`src/core/sdr_pkg.sv`:
```
// package for the serial decimal receiver: constants and carrier types
package sdr_pkg;
  localparam int unsigned CLK_HZ = 50000000;
  localparam int unsigned TICK_MS = 1;
  localparam int unsigned MS_CYCLES = CLK_HZ / 1000 * TICK_MS;
  localparam logic [7:0] CHAR_ZERO = 8'h30;
  localparam logic [7:0] CHAR_NINE = 8'h39;
  localparam logic [3:0] DEC_BASE = 4'hA;
  localparam logic [15:0] VALUE_RST = 16'h0000;
  localparam logic [15:0] TMO_OFF = 16'h0000;
  localparam int unsigned BUF_DEPTH = 2;

  // one received character from the serial receiver
  typedef struct packed {
    logic [7:0] data;
    logic par_err;
  } sdr_char_s;

  // request from local control
  typedef struct packed {
    logic dec_mode;
    logic full_form;
    logic byte_dest;
    logic [15:0] timeout_ms;
  } sdr_req_s;

  // outcome of one receive
  typedef struct packed {
    logic [15:0] value;
    logic timed_out;
    logic par_err;
  } sdr_res_s;
endpackage

```
`src/core/sdr_receiver.sv`:
```
// receive-side formatter: raw byte or ascii decimal parsing with timeout and parity exit
//
// Summary of operation
// - raw mode returns the first received byte as result, with its top bit cleared when parity is enabled.
// - timeout value counts free-running millisecond ticks; the first counted interval may be partial.
// - no character within timeout abandons the receive with a timeout event.
// - parity mismatch in full form abandons the receive with parity event.
// - inline form never reports parity errors.
// - only codes for digits 0 to 9 are numeric.
// - non-numeric characters before the first digit are discarded; waiting continues.
// - each further digit: value times ten plus digit.
// - completion needs a digit followed by a non-numeric character.
// - any non-numeric after digits ends the number and is not added.
// - on the terminator the value is stored and completion signalled.
// - accumulator is 16 bits and wraps modulo 65536.
// - byte destination gets low eight bits; digits accepted despite overflow.
// - frame is 8N1 by default, 7 data bits plus parity when enabled.
module sdr_receiver (
  input wire logic ref_clk,
  input wire logic rst_n,
  input wire logic start,
  input wire sdr_pkg::sdr_req_s req,
  input wire logic parity_en,
  input wire logic char_valid,
  input wire sdr_pkg::sdr_char_s char_in,
  output logic char_ready,
  output logic busy,
  output logic res_valid,
  output sdr_pkg::sdr_res_s res,
  input wire logic res_ready
);
  typedef enum {SDR_IDLE, SDR_SEEK, SDR_ACCUM} sdr_state_e;

  function automatic logic sdr_is_digit(input logic [7:0] c);
    sdr_is_digit = (c >= sdr_pkg::CHAR_ZERO) && (c <= sdr_pkg::CHAR_NINE);
  endfunction

  // one base-ten step; the 16-bit result wraps modulo 65536 on purpose
  function automatic logic [15:0] sdr_accum(input logic [15:0] v, input logic [7:0] c);
    sdr_accum = 16'(v * 16'(sdr_pkg::DEC_BASE)) + {8'h00, c - sdr_pkg::CHAR_ZERO};
  endfunction

  // a byte-wide destination keeps only the low eight bits, whatever overflowed
  function automatic logic [15:0] sdr_dest(input logic [15:0] v, input logic byte_dest);
    sdr_dest = byte_dest ? {8'h00, v[7:0]} : v;
  endfunction

  // packs one outcome; every exit of the formatter builds its result here
  function automatic sdr_pkg::sdr_res_s sdr_outcome(input logic [15:0] v, input logic t, input logic p);
    sdr_outcome = '{value: v, timed_out: t, par_err: p};
  endfunction

  // two-entry input buffer so a stall in the formatter loses no character
  sdr_pkg::sdr_char_s buf_mem [sdr_pkg::BUF_DEPTH];
  sdr_pkg::sdr_char_s next_buf0, next_buf1;
  logic [1:0] buf_cnt, next_buf_cnt;
  logic next_char_ready;
  logic buf_rd;
  sdr_pkg::sdr_char_s cur;
  logic cur_valid;

  assign cur = buf_mem[0];
  assign cur_valid = (buf_cnt != 2'h0);

  always_comb begin
    logic wr;
    wr = char_valid && char_ready;
    next_buf0 = buf_mem[0];
    next_buf1 = buf_mem[1];
    next_buf_cnt = buf_cnt;
    if (buf_rd) begin
      next_buf0 = buf_mem[1];
    end
    if (wr) begin
      if (buf_cnt == 2'h0 || (buf_cnt == 2'h1 && buf_rd)) begin
        next_buf0 = char_in;
      end else begin
        next_buf1 = char_in;
      end
    end
    if (wr && !buf_rd) begin
      next_buf_cnt = buf_cnt + 2'h1;
    end else if (!wr && buf_rd) begin
      next_buf_cnt = buf_cnt - 2'h1;
    end
    // offered only when empty: costs throughput, but the sender never races a filling entry
    next_char_ready = (next_buf_cnt == 2'h0);
  end

  // ready is registered from the next count, not from the stored one
  always_ff @(posedge ref_clk) begin
    if (!rst_n) begin
      buf_cnt <= 2'h0;
      char_ready <= 1'b0;
      buf_mem[0] <= '0;
      buf_mem[1] <= '0;
    end else begin
      buf_cnt <= next_buf_cnt;
      char_ready <= next_char_ready;
      buf_mem[0] <= next_buf0;
      buf_mem[1] <= next_buf1;
    end
  end

  // millisecond tick divider, free running
  logic [15:0] div_cnt, next_div_cnt;
  logic ms_tick, next_ms_tick;

  always_comb begin
    next_ms_tick = 1'b0;
    next_div_cnt = div_cnt + 16'h0001;
    if (div_cnt == 16'(sdr_pkg::MS_CYCLES - 1)) begin
      next_div_cnt = 16'h0000;
      next_ms_tick = 1'b1;
    end
  end

  always_ff @(posedge ref_clk) begin
    if (!rst_n) begin
      div_cnt <= 16'h0000;
      ms_tick <= 1'b0;
    end else begin
      div_cnt <= next_div_cnt;
      ms_tick <= next_ms_tick;
    end
  end

  // formatter state: control, accumulator, millisecond count and held outcome
  sdr_state_e state, next_state;
  sdr_pkg::sdr_req_s cfg, next_cfg;
  logic [15:0] acc, next_acc;
  logic [15:0] ms_cnt, next_ms_cnt;
  logic next_busy;
  logic next_res_valid;
  sdr_pkg::sdr_res_s next_res;
  logic [7:0] ch;
  logic ch_perr;
  logic ch_digit;
  logic [15:0] ms_inc;
  logic accept_req;
  logic end_perr;
  logic end_raw;
  logic add_digit;
  logic end_dec;
  logic tmo_step;
  logic end_tmo;
  logic finish;

  // with parity on the top bit carries parity, leaving seven data bits
  always_comb begin
    ch = cur.data;
    if (parity_en) begin
      ch = {1'b0, cur.data[6:0]};
    end
  end

  // the inline form swallows parity errors; only the full form takes the error exit
  assign ch_perr = parity_en && cur.par_err && cfg.full_form;
  assign ch_digit = sdr_is_digit(ch);

  // next count and any exit, shared by control, timeout count and outcome
  assign ms_inc = ms_cnt + 16'h0001;
  assign finish = end_perr || end_raw || end_dec || end_tmo;

  // event decode: what the waiting character or the millisecond tick means this cycle
  always_comb begin
    accept_req = 1'b0;
    buf_rd = 1'b0;
    end_perr = 1'b0;
    end_raw = 1'b0;
    add_digit = 1'b0;
    end_dec = 1'b0;
    tmo_step = 1'b0;
    end_tmo = 1'b0;
    case (state)
      SDR_IDLE: begin
        // a new request waits until the previous outcome is collected
        accept_req = start && !(res_valid && !res_ready);
      end
      SDR_SEEK, SDR_ACCUM: begin
        if (cur_valid) begin
          buf_rd = 1'b1;
          if (ch_perr) begin
            end_perr = 1'b1;
          end else if (!cfg.dec_mode) begin
            end_raw = 1'b1;
          end else if (ch_digit) begin
            add_digit = 1'b1;
          end else if (state == SDR_ACCUM) begin
            end_dec = 1'b1;
          end
          // a non-digit before any digit is dropped and waiting goes on
        end else if (cfg.timeout_ms != sdr_pkg::TMO_OFF && ms_tick) begin
          tmo_step = 1'b1;
          end_tmo = (ms_inc >= cfg.timeout_ms);
        end
      end
      default: begin
        // unreachable codes decode no event
        accept_req = 1'b0;
      end
    endcase
  end

  // control: idle until a request is taken, busy until an outcome is posted
  always_comb begin
    next_state = state;
    next_cfg = cfg;
    next_busy = busy;
    case (state)
      SDR_IDLE: begin
        if (accept_req) begin
          next_cfg = req;
          next_busy = 1'b1;
          next_state = SDR_SEEK;
        end
      end
      SDR_SEEK, SDR_ACCUM: begin
        if (finish) begin
          next_busy = 1'b0;
          next_state = SDR_IDLE;
        end else if (add_digit) begin
          next_state = SDR_ACCUM;
        end
      end
      default: begin
        next_busy = 1'b0;
        next_state = SDR_IDLE;
      end
    endcase
  end

  always_ff @(posedge ref_clk) begin
    if (!rst_n) begin
      state <= SDR_IDLE;
      cfg <= '0;
      busy <= 1'b0;
    end else begin
      state <= next_state;
      cfg <= next_cfg;
      busy <= next_busy;
    end
  end

  // accumulator: cleared per request, one base-ten step per digit
  always_comb begin
    next_acc = acc;
    if (accept_req) begin
      next_acc = sdr_pkg::VALUE_RST;
    end else if (add_digit) begin
      next_acc = sdr_accum(acc, ch);
    end
  end

  always_ff @(posedge ref_clk) begin
    if (!rst_n) begin
      acc <= sdr_pkg::VALUE_RST;
    end else begin
      acc <= next_acc;
    end
  end

  // timeout count: restarts on each character, steps once per tick while waiting
  always_comb begin
    next_ms_cnt = ms_cnt;
    if (accept_req || buf_rd) begin
      next_ms_cnt = 16'h0000;
    end else if (tmo_step) begin
      next_ms_cnt = ms_inc;
    end
  end

  always_ff @(posedge ref_clk) begin
    if (!rst_n) begin
      ms_cnt <= 16'h0000;
    end else begin
      ms_cnt <= next_ms_cnt;
    end
  end

  // outcome register: posted once, held until the consumer takes it
  always_comb begin
    next_res_valid = res_valid;
    next_res = res;
    if (res_valid && res_ready) begin
      next_res_valid = 1'b0;
    end
    if (end_perr) begin
      next_res = sdr_outcome(acc, 1'b0, 1'b1);
    end else if (end_raw) begin
      next_res = sdr_outcome({8'h00, ch}, 1'b0, 1'b0);
    end else if (end_dec) begin
      next_res = sdr_outcome(sdr_dest(acc, cfg.byte_dest), 1'b0, 1'b0);
    end else if (end_tmo) begin
      next_res = sdr_outcome(acc, 1'b1, 1'b0);
    end
    if (finish) begin
      next_res_valid = 1'b1;
    end
  end

  always_ff @(posedge ref_clk) begin
    if (!rst_n) begin
      res_valid <= 1'b0;
      res <= '0;
    end else begin
      res_valid <= next_res_valid;
      res <= next_res;
    end
  end
endmodule

```
`config.mk`:
```
export PLATFORM = sky130hd
export DESIGN_NAME = sdr_receiver
export DESIGN_NICKNAME = d
export VERILOG_FILES = /design/src/core/sdr_pkg.sv /design/src/core/sdr_receiver.sv
export SDC_FILE = /design/constraint.sdc
export NUM_CORES = 1
export LEC_CHECK = 0
export ABC_AREA = 1
export BUFFER_PORTS_ARGS = -buffer_cell sky130_fd_sc_hd__buf_2
export CAP_MARGIN = 10
export CORE_ASPECT_RATIO = 0.8
export CORE_MARGIN = 2
export CORE_UTILIZATION = 47
export CTS_BUF_LIST = sky130_fd_sc_hd__clkbuf_16
export DETAILED_ROUTE_END_ITERATION = 10
export PLACE_DENSITY = 0.65
export SLEW_MARGIN = 20
export SYNTH_ARGS = -nofsm -noshare
export SYNTH_HDL_FRONTEND = slang
export SYNTH_SLANG_ARGS = --single-unit
```
`constraint.sdc`:
```
create_clock -name ref_clk -period 3.35 [get_ports ref_clk]
set_clock_uncertainty 0.15 [all_clocks]
set_input_delay 0.5025 -clock ref_clk [delete_from_list [all_inputs] [get_ports ref_clk]]
set_output_delay 0.5025 -clock ref_clk [all_outputs]
set_load 0.01 [all_outputs]
```
==> results of run 1 <==
-- power by group through the flow --
stage	combinational [mW]	clock, mW	sequential (mW)
after global placement	1.13	0	1.64
after floorplan	0.822	0	1.63
after global routing	1.37	1.05	1.64
final	1.20	0.984	1.62
after detailed placement	1.14	0	1.64
after CTS	1.14	1.00	1.61
-- state kept, by name (all words and copies together) (netlist names) --
register / cells
cfg: 19
div_cnt: 16
char_ready: 1
buf_cnt: 2
state: 2
res: 18
buf_mem: 18
busy: 1
ms_tick: 1
acc: 16
res_valid: 1
ms_cnt: 16
-- layout make-up --
type | count | share of cell area
repair buffers | 81 | 0.0626
inverters | 143 | 0.0698
clock buffers | 9 | 0.0290
well taps | 180 | 0.0290
clock inverters | 7 | 0.00516
multi-input cells | 693 | 0.517
flip-flops and latches | 111 | 0.287
-- placed cells by master, fill, tap and decap left out, types with 23 or more instances in the layout --
cell | Yosys | layout
sky130_fd_sc_hd__nand2_1 | 206 | 198
sky130_fd_sc_hd__inv_1 | 135 | 134
sky130_fd_sc_hd__dfxtp_1 | 111 | 105
sky130_fd_sc_hd__nor2_1 | 99 | 95
sky130_fd_sc_hd__o21ai_0 | 87 | 79
sky130_fd_sc_hd__a21oi_1 | 77 | 75
sky130_fd_sc_hd__buf_2 | 2 | 54
sky130_fd_sc_hd__ha_1 | 53 | 50
sky130_fd_sc_hd__nand3_1 | 56 | 47
sky130_fd_sc_hd__buf_4 | 0 | 26
sky130_fd_sc_hd__xor2_1 | 23 | 23
-- kinds of logic (layout without fill, tap and decap cells) --
group / Yosys count / in the layout / synth area share
buffers and inverters: 166 / 240 / 0.0964
DFF: 111 / 111 / 0.333
xor gates and xnor gates: 28 / 28 / 0.0379
adders and majority gates: 55 / 55 / 0.105
AOI/OAI and AO/OA: 191 / 191 / 0.152
and+or+nand+nor: 418 / 419 / 0.275
-- metal layers --
metal	up-vias	global-route usage	part of all wire
li1	3285	-	-
met1	2755	0.344	0.55
met2	105	0.303	0.40
met3	9	0.0349	0.038
met4	0	0.0351	0.0061
met5	-	0	0
-- critical path: stages (launching register included) --
cell	delay, ps
sky130_fd_sc_hd__dfxtp_2	360
sky130_fd_sc_hd__ha_4	150
sky130_fd_sc_hd__nand3_4	90
sky130_fd_sc_hd__nor3_4	240
sky130_fd_sc_hd__nand3_2	130
sky130_fd_sc_hd__nor3_4	260
sky130_fd_sc_hd__nand3_2	130
sky130_fd_sc_hd__xor2_1	240
sky130_fd_sc_hd__inv_1	80
sky130_fd_sc_hd__ha_1	270
sky130_fd_sc_hd__nand2_1	60
sky130_fd_sc_hd__nor2_2	120
sky130_fd_sc_hd__and2_4	150
sky130_fd_sc_hd__nand2_2	50
sky130_fd_sc_hd__inv_2	50
sky130_fd_sc_hd__nand2_2	40
sky130_fd_sc_hd__nand2_2	80
sky130_fd_sc_hd__nand2_4	70
sky130_fd_sc_hd__buf_12	170
sky130_fd_sc_hd__o21ai_0	140
sky130_fd_sc_hd__nand2_1	70
sky130_fd_sc_hd__nand3_1	60
sky130_fd_sc_hd__nand2_1	50
sky130_fd_sc_hd__inv_1	50
-- synthesized netlist by cell type, drive strengths merged --
cell	instances
or2	6
a211oi	4
nor2	104
clkbuf	18
xnor2	4
o21bai	4
o21ai	88
o211ai	1
a311oi	1
fa	2
nor3	14
clkinv	1
a21oi	78
a31oi	9
a21boi	2
o21a	4
and3	1
nor4	3
nor3b	1
buf	5
inv	142
nand3b	3
ha	53
nand3	58
or3	1
xor2	24
and2	1
nand4	16
nand2	210
dfxtp	111
-- worst min-delay path by stage --
stage                               start                          end  slack, ps  cells past startpoint
finish                         char_in[3]  buf_mem[0][12]$_SDFFE_PN0P_        260                      3
global route                      req[16]         cfg[16]$_SDFFE_PN0P_        270                      3
CTS                            char_in[3]  buf_mem[0][12]$_SDFFE_PN0P_        250                      3
detailed placement  div_cnt[0]$_SDFF_PP0_        div_cnt[0]$_SDFF_PP0_        290                      1
global placement    div_cnt[0]$_SDFF_PP0_        div_cnt[0]$_SDFF_PP0_        280                      1
floorplan           div_cnt[0]$_SDFF_PP0_        div_cnt[0]$_SDFF_PP0_        270                      1
-- per-stage QoR --
stage	cells	hold slack [ps]	worst slack (ps)	cell area, sq um	utilization
6_report	1224	264	46.3	7760	0.567
5_1_grt	1224	271	-196	7760	0.567
4_1_cts	1218	255	31.0	7510	0.549
3_5_place_dp	1202	293	-30.3	7240	0.529
3_3_place_gp	1202	284	54.5	7240	0.529
2_1_floorplan	969	268	176	6670	-
-- repair_timing --
action	CTS	global route
pin swaps	0	26
endpoints found under the setup margin	16	26
gates cloned	0	1
hold buffers	0	0
gates resized for setup	1	57
buffers inserted	0	5
==> metrics list, run 1 <==
* Outcome: finished clean
- Crit path launch: ms_cnt[1]$_SDFFE_PP0P_
* Total number of vias: 6154
* Die span in y: 111 um
- Number of filler instances in the final layout: 1359
- Setup TNS after final layout: 0 ps
* Setup repair after global routing missed its margin: yes
- The clock tree synthesis step divided the H-tree into 3 levels.
- Entering global routing, the biggest net connects 38 pins.
- After clock tree synthesis, the clock-pin slew on the worst setup and hold paths is ~70 ps.
- After detailed routing, the average wire length per cell comes to ~13 um.
- Number of nets at the end of the flow: 1128
- Ports: 55
* Detailed Route WL: 16100 um
- The share of total power dissipated in the clock network is 0.259.
- Overall power consumption after layout is estimated at between 3 and 4 mW.
- Of the total power, combinational logic draws 0.316.
- TritonCTS built the clock tree.
* Initial core utilization: 0.487
- Ratio of cells with drive above 1 in the final layout: 0.158
- Initial antenna violation count: 0
- After legalization and detailed placement, the total HPWL measured between 10000 and 15000 um.
- The count of final max-slew check failures was 0.
- Compared with the post-synthesis result, the final layout area differs by 16.3%.
- Largest cells by area after synthesis: sky130_fd_sc_hd__dfxtp_1 (33%), sky130_fd_sc_hd__nand2_1 (12%), sky130_fd_sc_hd__ha_1 (9.9%)
* Number of storage elements in the synthesis netlist: 111
* Global-route wire length before repair: roughly 27000 um
- The internal power of the cells totals around 2.4 mW.
* Pwr Density: approximately 490 nW/um^2
- MaxCap Viol Count: 0
- Switching share of total power: 0.363
* Clock root buffer master: sky130_fd_sc_hd__clkbuf_16
- Type of element launching the critical path: register
- Setup Viol. Count Final: 0
* Final Wtd Congestion: around 0.81
- In this run the worst hold path is classified as in2reg.
* Pleak: around 3.7 nW
- After detailed routing, the number of remaining DRC violations is 0.
- The worst setup path is of the reg2reg kind.
- Dividing the final minimum period by the clock period gives 0.986.
- The synthesized netlist occupies a cell area of 6670 sq um.
- Counting every net in the synthesized netlist gives 1058.
- Max Freq: around 0.3 GHz
- Cell taking the most area after synthesis: sky130_fd_sc_hd__dfxtp_1
- Clock Sink Count: 111
- The worst pin sits at a relative slew slack of 0.456.
- Synthesized instance count: about 970
- Critical Path End: res[13]$_SDFFE_PN0P_
- Area used by multi-input combinational logic: ~4000 sq um
- Post-layout min period: about 3300 ps
- Warnings, synthesis: 0
- The share of the Yosys chip area taken by registers is 0.333.
* Global-route total usage across every layer: 0.215
- Core footprint: between 10000 and 15000 sq um
- Dividing the detail-routed via count by the number of cells gives between 5 and 6.
- Number of endpoints with negative hold slack in the final report: 0
- Count of TritonRoute iterations in the first routing pass: 5
- Floorplan row count: 38
* Critical path data required time: about 3500 ps
- Sequential share of power: 0.425
- The clock passes through at most 2 buffers.
* IO Port Bufs: 54
- The die covers approximately 15000 sq um.
- For flop-to-flop paths, the worst setup slack is roughly 46 ps.
* Mean cell area of the mapped netlist: ~7 sq um
- Share of the synthesized area in the top cell type: 0.333
- Total clock buffers created by CTS: 9
- Origin of the critical flop-to-flop path: ms_cnt[1]$_SDFFE_PP0P_
* Crit path arrival time: 3450 ps
* Maximum fanout count along the critical path: 8
- At the pin with the least slew margin, the transition time is between 800 and 900 ps.
- The first routing iteration left 470 violations.
* Diode count: 0
* Global route total overflow: 0
* Antenna Nets Post-Route: 0
* Yosys cell types: 48
- Measured in cells, the most critical reg-to-reg path has a length of 23.
* Max rail drop VDD: about 330 uV
- The worst setup path is captured at a register.
- In this run the critical register-to-register path is captured at res[13]$_SDFFE_PN0P_.
- In the final layout, flip-flops and latches occupy between 2000 and 2500 sq um.
- For the worst-skew pair, the clock arrives at the later sink with an insertion delay of 340 ps.
* Number of global-route vias before repair: between 5000 and 6000
* Die X: 137 um
* Net switching component of the power: between 1 and 1.5 mW
Note: power is estimated with default switching activity, not from simulation.
==> inputs of run 2 (changes only) <==
--- a/config.mk
+++ b/config.mk
@@ -8,12 +8,14 @@
 export ABC_AREA = 1
 export BUFFER_PORTS_ARGS = -buffer_cell sky130_fd_sc_hd__buf_2
 export CAP_MARGIN = 10
+export CELL_PAD_IN_SITES_DETAIL_PLACEMENT = 2
+export CELL_PAD_IN_SITES_GLOBAL_PLACEMENT = 2
 export CORE_ASPECT_RATIO = 0.8
 export CORE_MARGIN = 2
-export CORE_UTILIZATION = 47
+export CORE_UTILIZATION = 31
 export CTS_BUF_LIST = sky130_fd_sc_hd__clkbuf_16
 export DETAILED_ROUTE_END_ITERATION = 10
-export PLACE_DENSITY = 0.65
+export PLACE_DENSITY = 0.74
 export SLEW_MARGIN = 20
 export SYNTH_ARGS = -nofsm -noshare
 export SYNTH_HDL_FRONTEND = slang
==> run 2 against run 1 <==
Effect of this change: highest routed layer unchanged; flip-flop and latch count unchanged; global-route usage shrank 1.3 points; largest cell class unchanged; utilization down 17 points; sequential share of layout area down 1.9 points.
==> metrics list, run 2 (synthesis results as in run 1) <==
- Period Utilization, post-route: 0.994 (+0.00754)
- The first-pass iteration count of the detailed router came to 4 (-1).
- Slowest CP cell: sky130_fd_sc_hd__dfxtp_2
* IO Port Bufs: 54 (unchanged)
- From synthesis to final layout, the design area changed by 24.7%.
- Worst Path Buf+Inv: 3 (-1)
- DP Wirelength: 16800 um (+39%)
- The stage delay of the slowest cell on the critical path is 370 ps (about the same).
- Max Freq: 0.300 GHz (-0.76%)
- Critical path's most frequent cell: sky130_fd_sc_hd__nand2_2
* Area of the die: 22700 sq um (+50%)
- Initial antenna violation count: 0 (unchanged)
* Global-route wire length before repair: 36600 um (+37%)
* Number of global-route vias before repair: 7104 (+28%)
* Post-layout min period: 3330 ps (+25.3 ps)
- Instance area at placement: 7450 sq um (+2.9%)
* Cell depth of the worst setup path: 22 (-4.3%)
- The average vias per placed instance was 4.98 (-0.98%).
- Walking the worst path, the cells encountered are ha_4 > nand3_4 > nor3_4 > nand3_2 > nor3_4 > nand3_2 > o21ai_2 > nand2_1 > ha_4 > nand2_2 > nor2_2 > and2_1 > nand2_1 > inv_2 > nand2_2 > nand2_2 > nand2_4 > buf_6 > nand4_1 > nand2_2 > buf_4 > a21oi_2.
- The flip-flop count of the largest register after layout is 19 (unchanged).
- Final standard cell area without fillers: 8320 sq um (+7.2%)
* Worst hold margin: 244 ps (-20.3 ps)
- Pwr Density: 500 nW/um^2 (+2.1%)
* Outcome: finished clean
- The remaining design rule violation count is 0 (unchanged).
- The die width was 168 um (+22%).
- CTS tree: yes
- The total inserted antenna cells was 0 (unchanged).
* Sequential share of power: 0.390 (-0.035)
* Crit path arrival time: 3480 ps (+30 ps)
- The share of total power in the clock network was 0.273 (+0.014).
* Initial core utilization: 0.320 (-0.168)
* Net switching component of the power: 1.58 mW (+14%)
* MaxCap Viol Count: 0 (unchanged)
- Final Wtd Congestion: 0.739 (-9.3%)
- The combinational cell fraction of total power is 0.337 (+0.021).
- The post-detailed-route count of antenna-violating nets is 0 (unchanged).
- The post-place setup slack is -251 ps (-221 ps).
- The total number of vias was 6671 (+8.4%).
* Global-route total usage across every layer: 0.202 (-0.0133)
- The cell count of the worst reg-to-reg path is 22 (-4.3%).
* Routed wire length per instance: 17.3 um (+32%)
* Tightest Pin Transition: 571 ps (-242 ps)
- Switching share of total power: 0.379 (+0.0159)
- The core occupancy in the finished layout came to 0.399 (-0.168).
- Clock Pin Slew Worst Setup and Hold Paths: 80 ps (about the same)
- Slew margin rel.: 0.619 (+0.162)
- Drt initial violations: 254 (-46%)
- Crit. End Element: register
- Total count of max-transition violations in the final report: 0 (unchanged)
- The number of endpoints failing setup at the final stage came to 0 (unchanged).
- The post-detailed-routing wire length came to 23100 um (+44%).
* Number of nets at the end of the flow: 1155 (+2.4%)
* Largest registers: cfg (19), buf_mem (18), res (18)
- Number of buffers added to fix hold violations after cts: 0 (unchanged)
* Pleak: 3.96 nW (+5.5%)
* Total clock buffers created by CTS: 9 (unchanged)
* Ports: 55 (unchanged)
* Number of filler instances in the final layout: 2509 (+85%)
- Die span in y: 135 um (+22%)
* Core footprint: 20900 sq um (+52%)
* Pin count of the biggest net entering global routing: 31 (-18%)
- Leaving out fill and tap cells, the most frequent cell in the layout is sky130_fd_sc_hd__nand2_1.
- The clock sink count was 111 (unchanged).
- Max rail drop VDD: 216 uV (-35%)
- H-tree lvl count: 3 (unchanged)
- Setup repair after global routing missed its margin: yes
* Critical path data required time: 3500 ps (about the same)
- Cell depth of the worst min-delay path: 3 (unchanged)
- Number of endpoints with negative hold slack in the final report: 0 (unchanged)
- Setup WS post-layout: 21.0 ps (-25.3 ps)
- The ratio of cells with drive above 1 in the final layout was 0.217 (+0.0586).
* Clock root buffer master: sky130_fd_sc_hd__clkbuf_16
- cfg holds more flip-flops than any other register.
* Clock insertion delay at the later pin of the skew report: 370 ps (+30 ps)
- Internal power contribution: 2.58 mW (+6.7%)
* Deepest clock path buffer count: 2 (unchanged)
- The tightest min-delay check is of the in2reg type.
- Cell class contributing the biggest share of worst-path delay: simple AND/OR/NAND/NOR gates
* Global route total overflow: 0 (unchanged)
- The maximum fanout along the worst path is 5 (-3).
* Type of element launching the critical path: register
- Worst Setup Path Type: reg2reg
* Floorplan row count: 47 (+24%)
- Commonest cells after routing, fill and taps aside: sky130_fd_sc_hd__nand2_1 (188), sky130_fd_sc_hd__inv_1 (129), sky130_fd_sc_hd__dfxtp_1 (105), sky130_fd_sc_hd__nor2_1 (94), sky130_fd_sc_hd__o21ai_0 (78)
run 2: stage by stage:
stage               TNS [ps]  instances  power [mW]
finish                     0       1340        4.16
global route           -2240       1340        4.44
CTS                        0       1326        4.06
detailed placement     -3640       1304        2.90
global placement           0       1304        2.86
floorplan                  0        969        2.45
run 2: routing by layer:
layer,track usage,part of all wire
met1,0.281,0.50
met2,0.335,0.47
met3,0.0289,0.024
met4,0.0411,0.012
met5,0,0
run 2: worst reg2reg max path: stages (launching register included):
cell                      delay (ps)
sky130_fd_sc_hd__dfxtp_2         370
sky130_fd_sc_hd__ha_4            160
sky130_fd_sc_hd__nand3_4          90
sky130_fd_sc_hd__nor3_4          160
sky130_fd_sc_hd__nand3_2         130
sky130_fd_sc_hd__nor3_4          180
sky130_fd_sc_hd__nand3_2         160
sky130_fd_sc_hd__o21ai_2         190
sky130_fd_sc_hd__nand2_1         120
sky130_fd_sc_hd__ha_4            280
sky130_fd_sc_hd__nand2_2          50
sky130_fd_sc_hd__nor2_2          100
sky130_fd_sc_hd__and2_1          140
sky130_fd_sc_hd__nand2_1          70
sky130_fd_sc_hd__inv_2            60
sky130_fd_sc_hd__nand2_2          50
sky130_fd_sc_hd__nand2_2          80
sky130_fd_sc_hd__nand2_4         100
sky130_fd_sc_hd__buf_6           160
sky130_fd_sc_hd__nand4_1         110
sky130_fd_sc_hd__nand2_2          90
sky130_fd_sc_hd__buf_4           140
sky130_fd_sc_hd__a21oi_2         110
run 2: final timing paths:
check	from	slack, ps	endpoint
worst min register to register	div_cnt[0]$_SDFF_PP0_	300	div_cnt[0]$_SDFF_PP0_
worst max register to register	ms_cnt[0]$_SDFFE_PP0P_	20	state[1]$_SDFFE_PN0P_
worst max-delay path	ms_cnt[0]$_SDFFE_PP0P_	20	state[1]$_SDFFE_PN0P_
worst min-delay path	char_in[5]	240	buf_mem[0][14]$_SDFFE_PN0P_
run 2: what timing repair did:
| item | in CTS | in global routing |
|---|---|---|
| pin swaps | 6 | 30 |
| buffers inserted | 6 | 15 |
| gates resized for setup | 23 | 83 |
| setup endpoints to repair | 23 | 28 |
run 2: final cells by class:
class | instances | area [sq um] | area share
clock buffers | 9 | 225 | 0.0271
clock inverters | 7 | 80.1 | 0.00963
repair buffers | 109 | 707 | 0.0850
inverters | 143 | 544 | 0.0654
well taps | 269 | 337 | 0.0405
multi-input cells | 692 | 4190 | 0.504
flip-flops and latches | 111 | 2230 | 0.268
run 2: power groups by stage:
stage	Sequential [mW]	Clock (mW)	Combinational, mW
floorplan	1.63	0	0.822
global placement	1.65	0	1.21
detailed placement	1.65	0	1.25
CTS	1.62	1.17	1.27
global route	1.64	1.22	1.58
finish	1.62	1.14	1.40
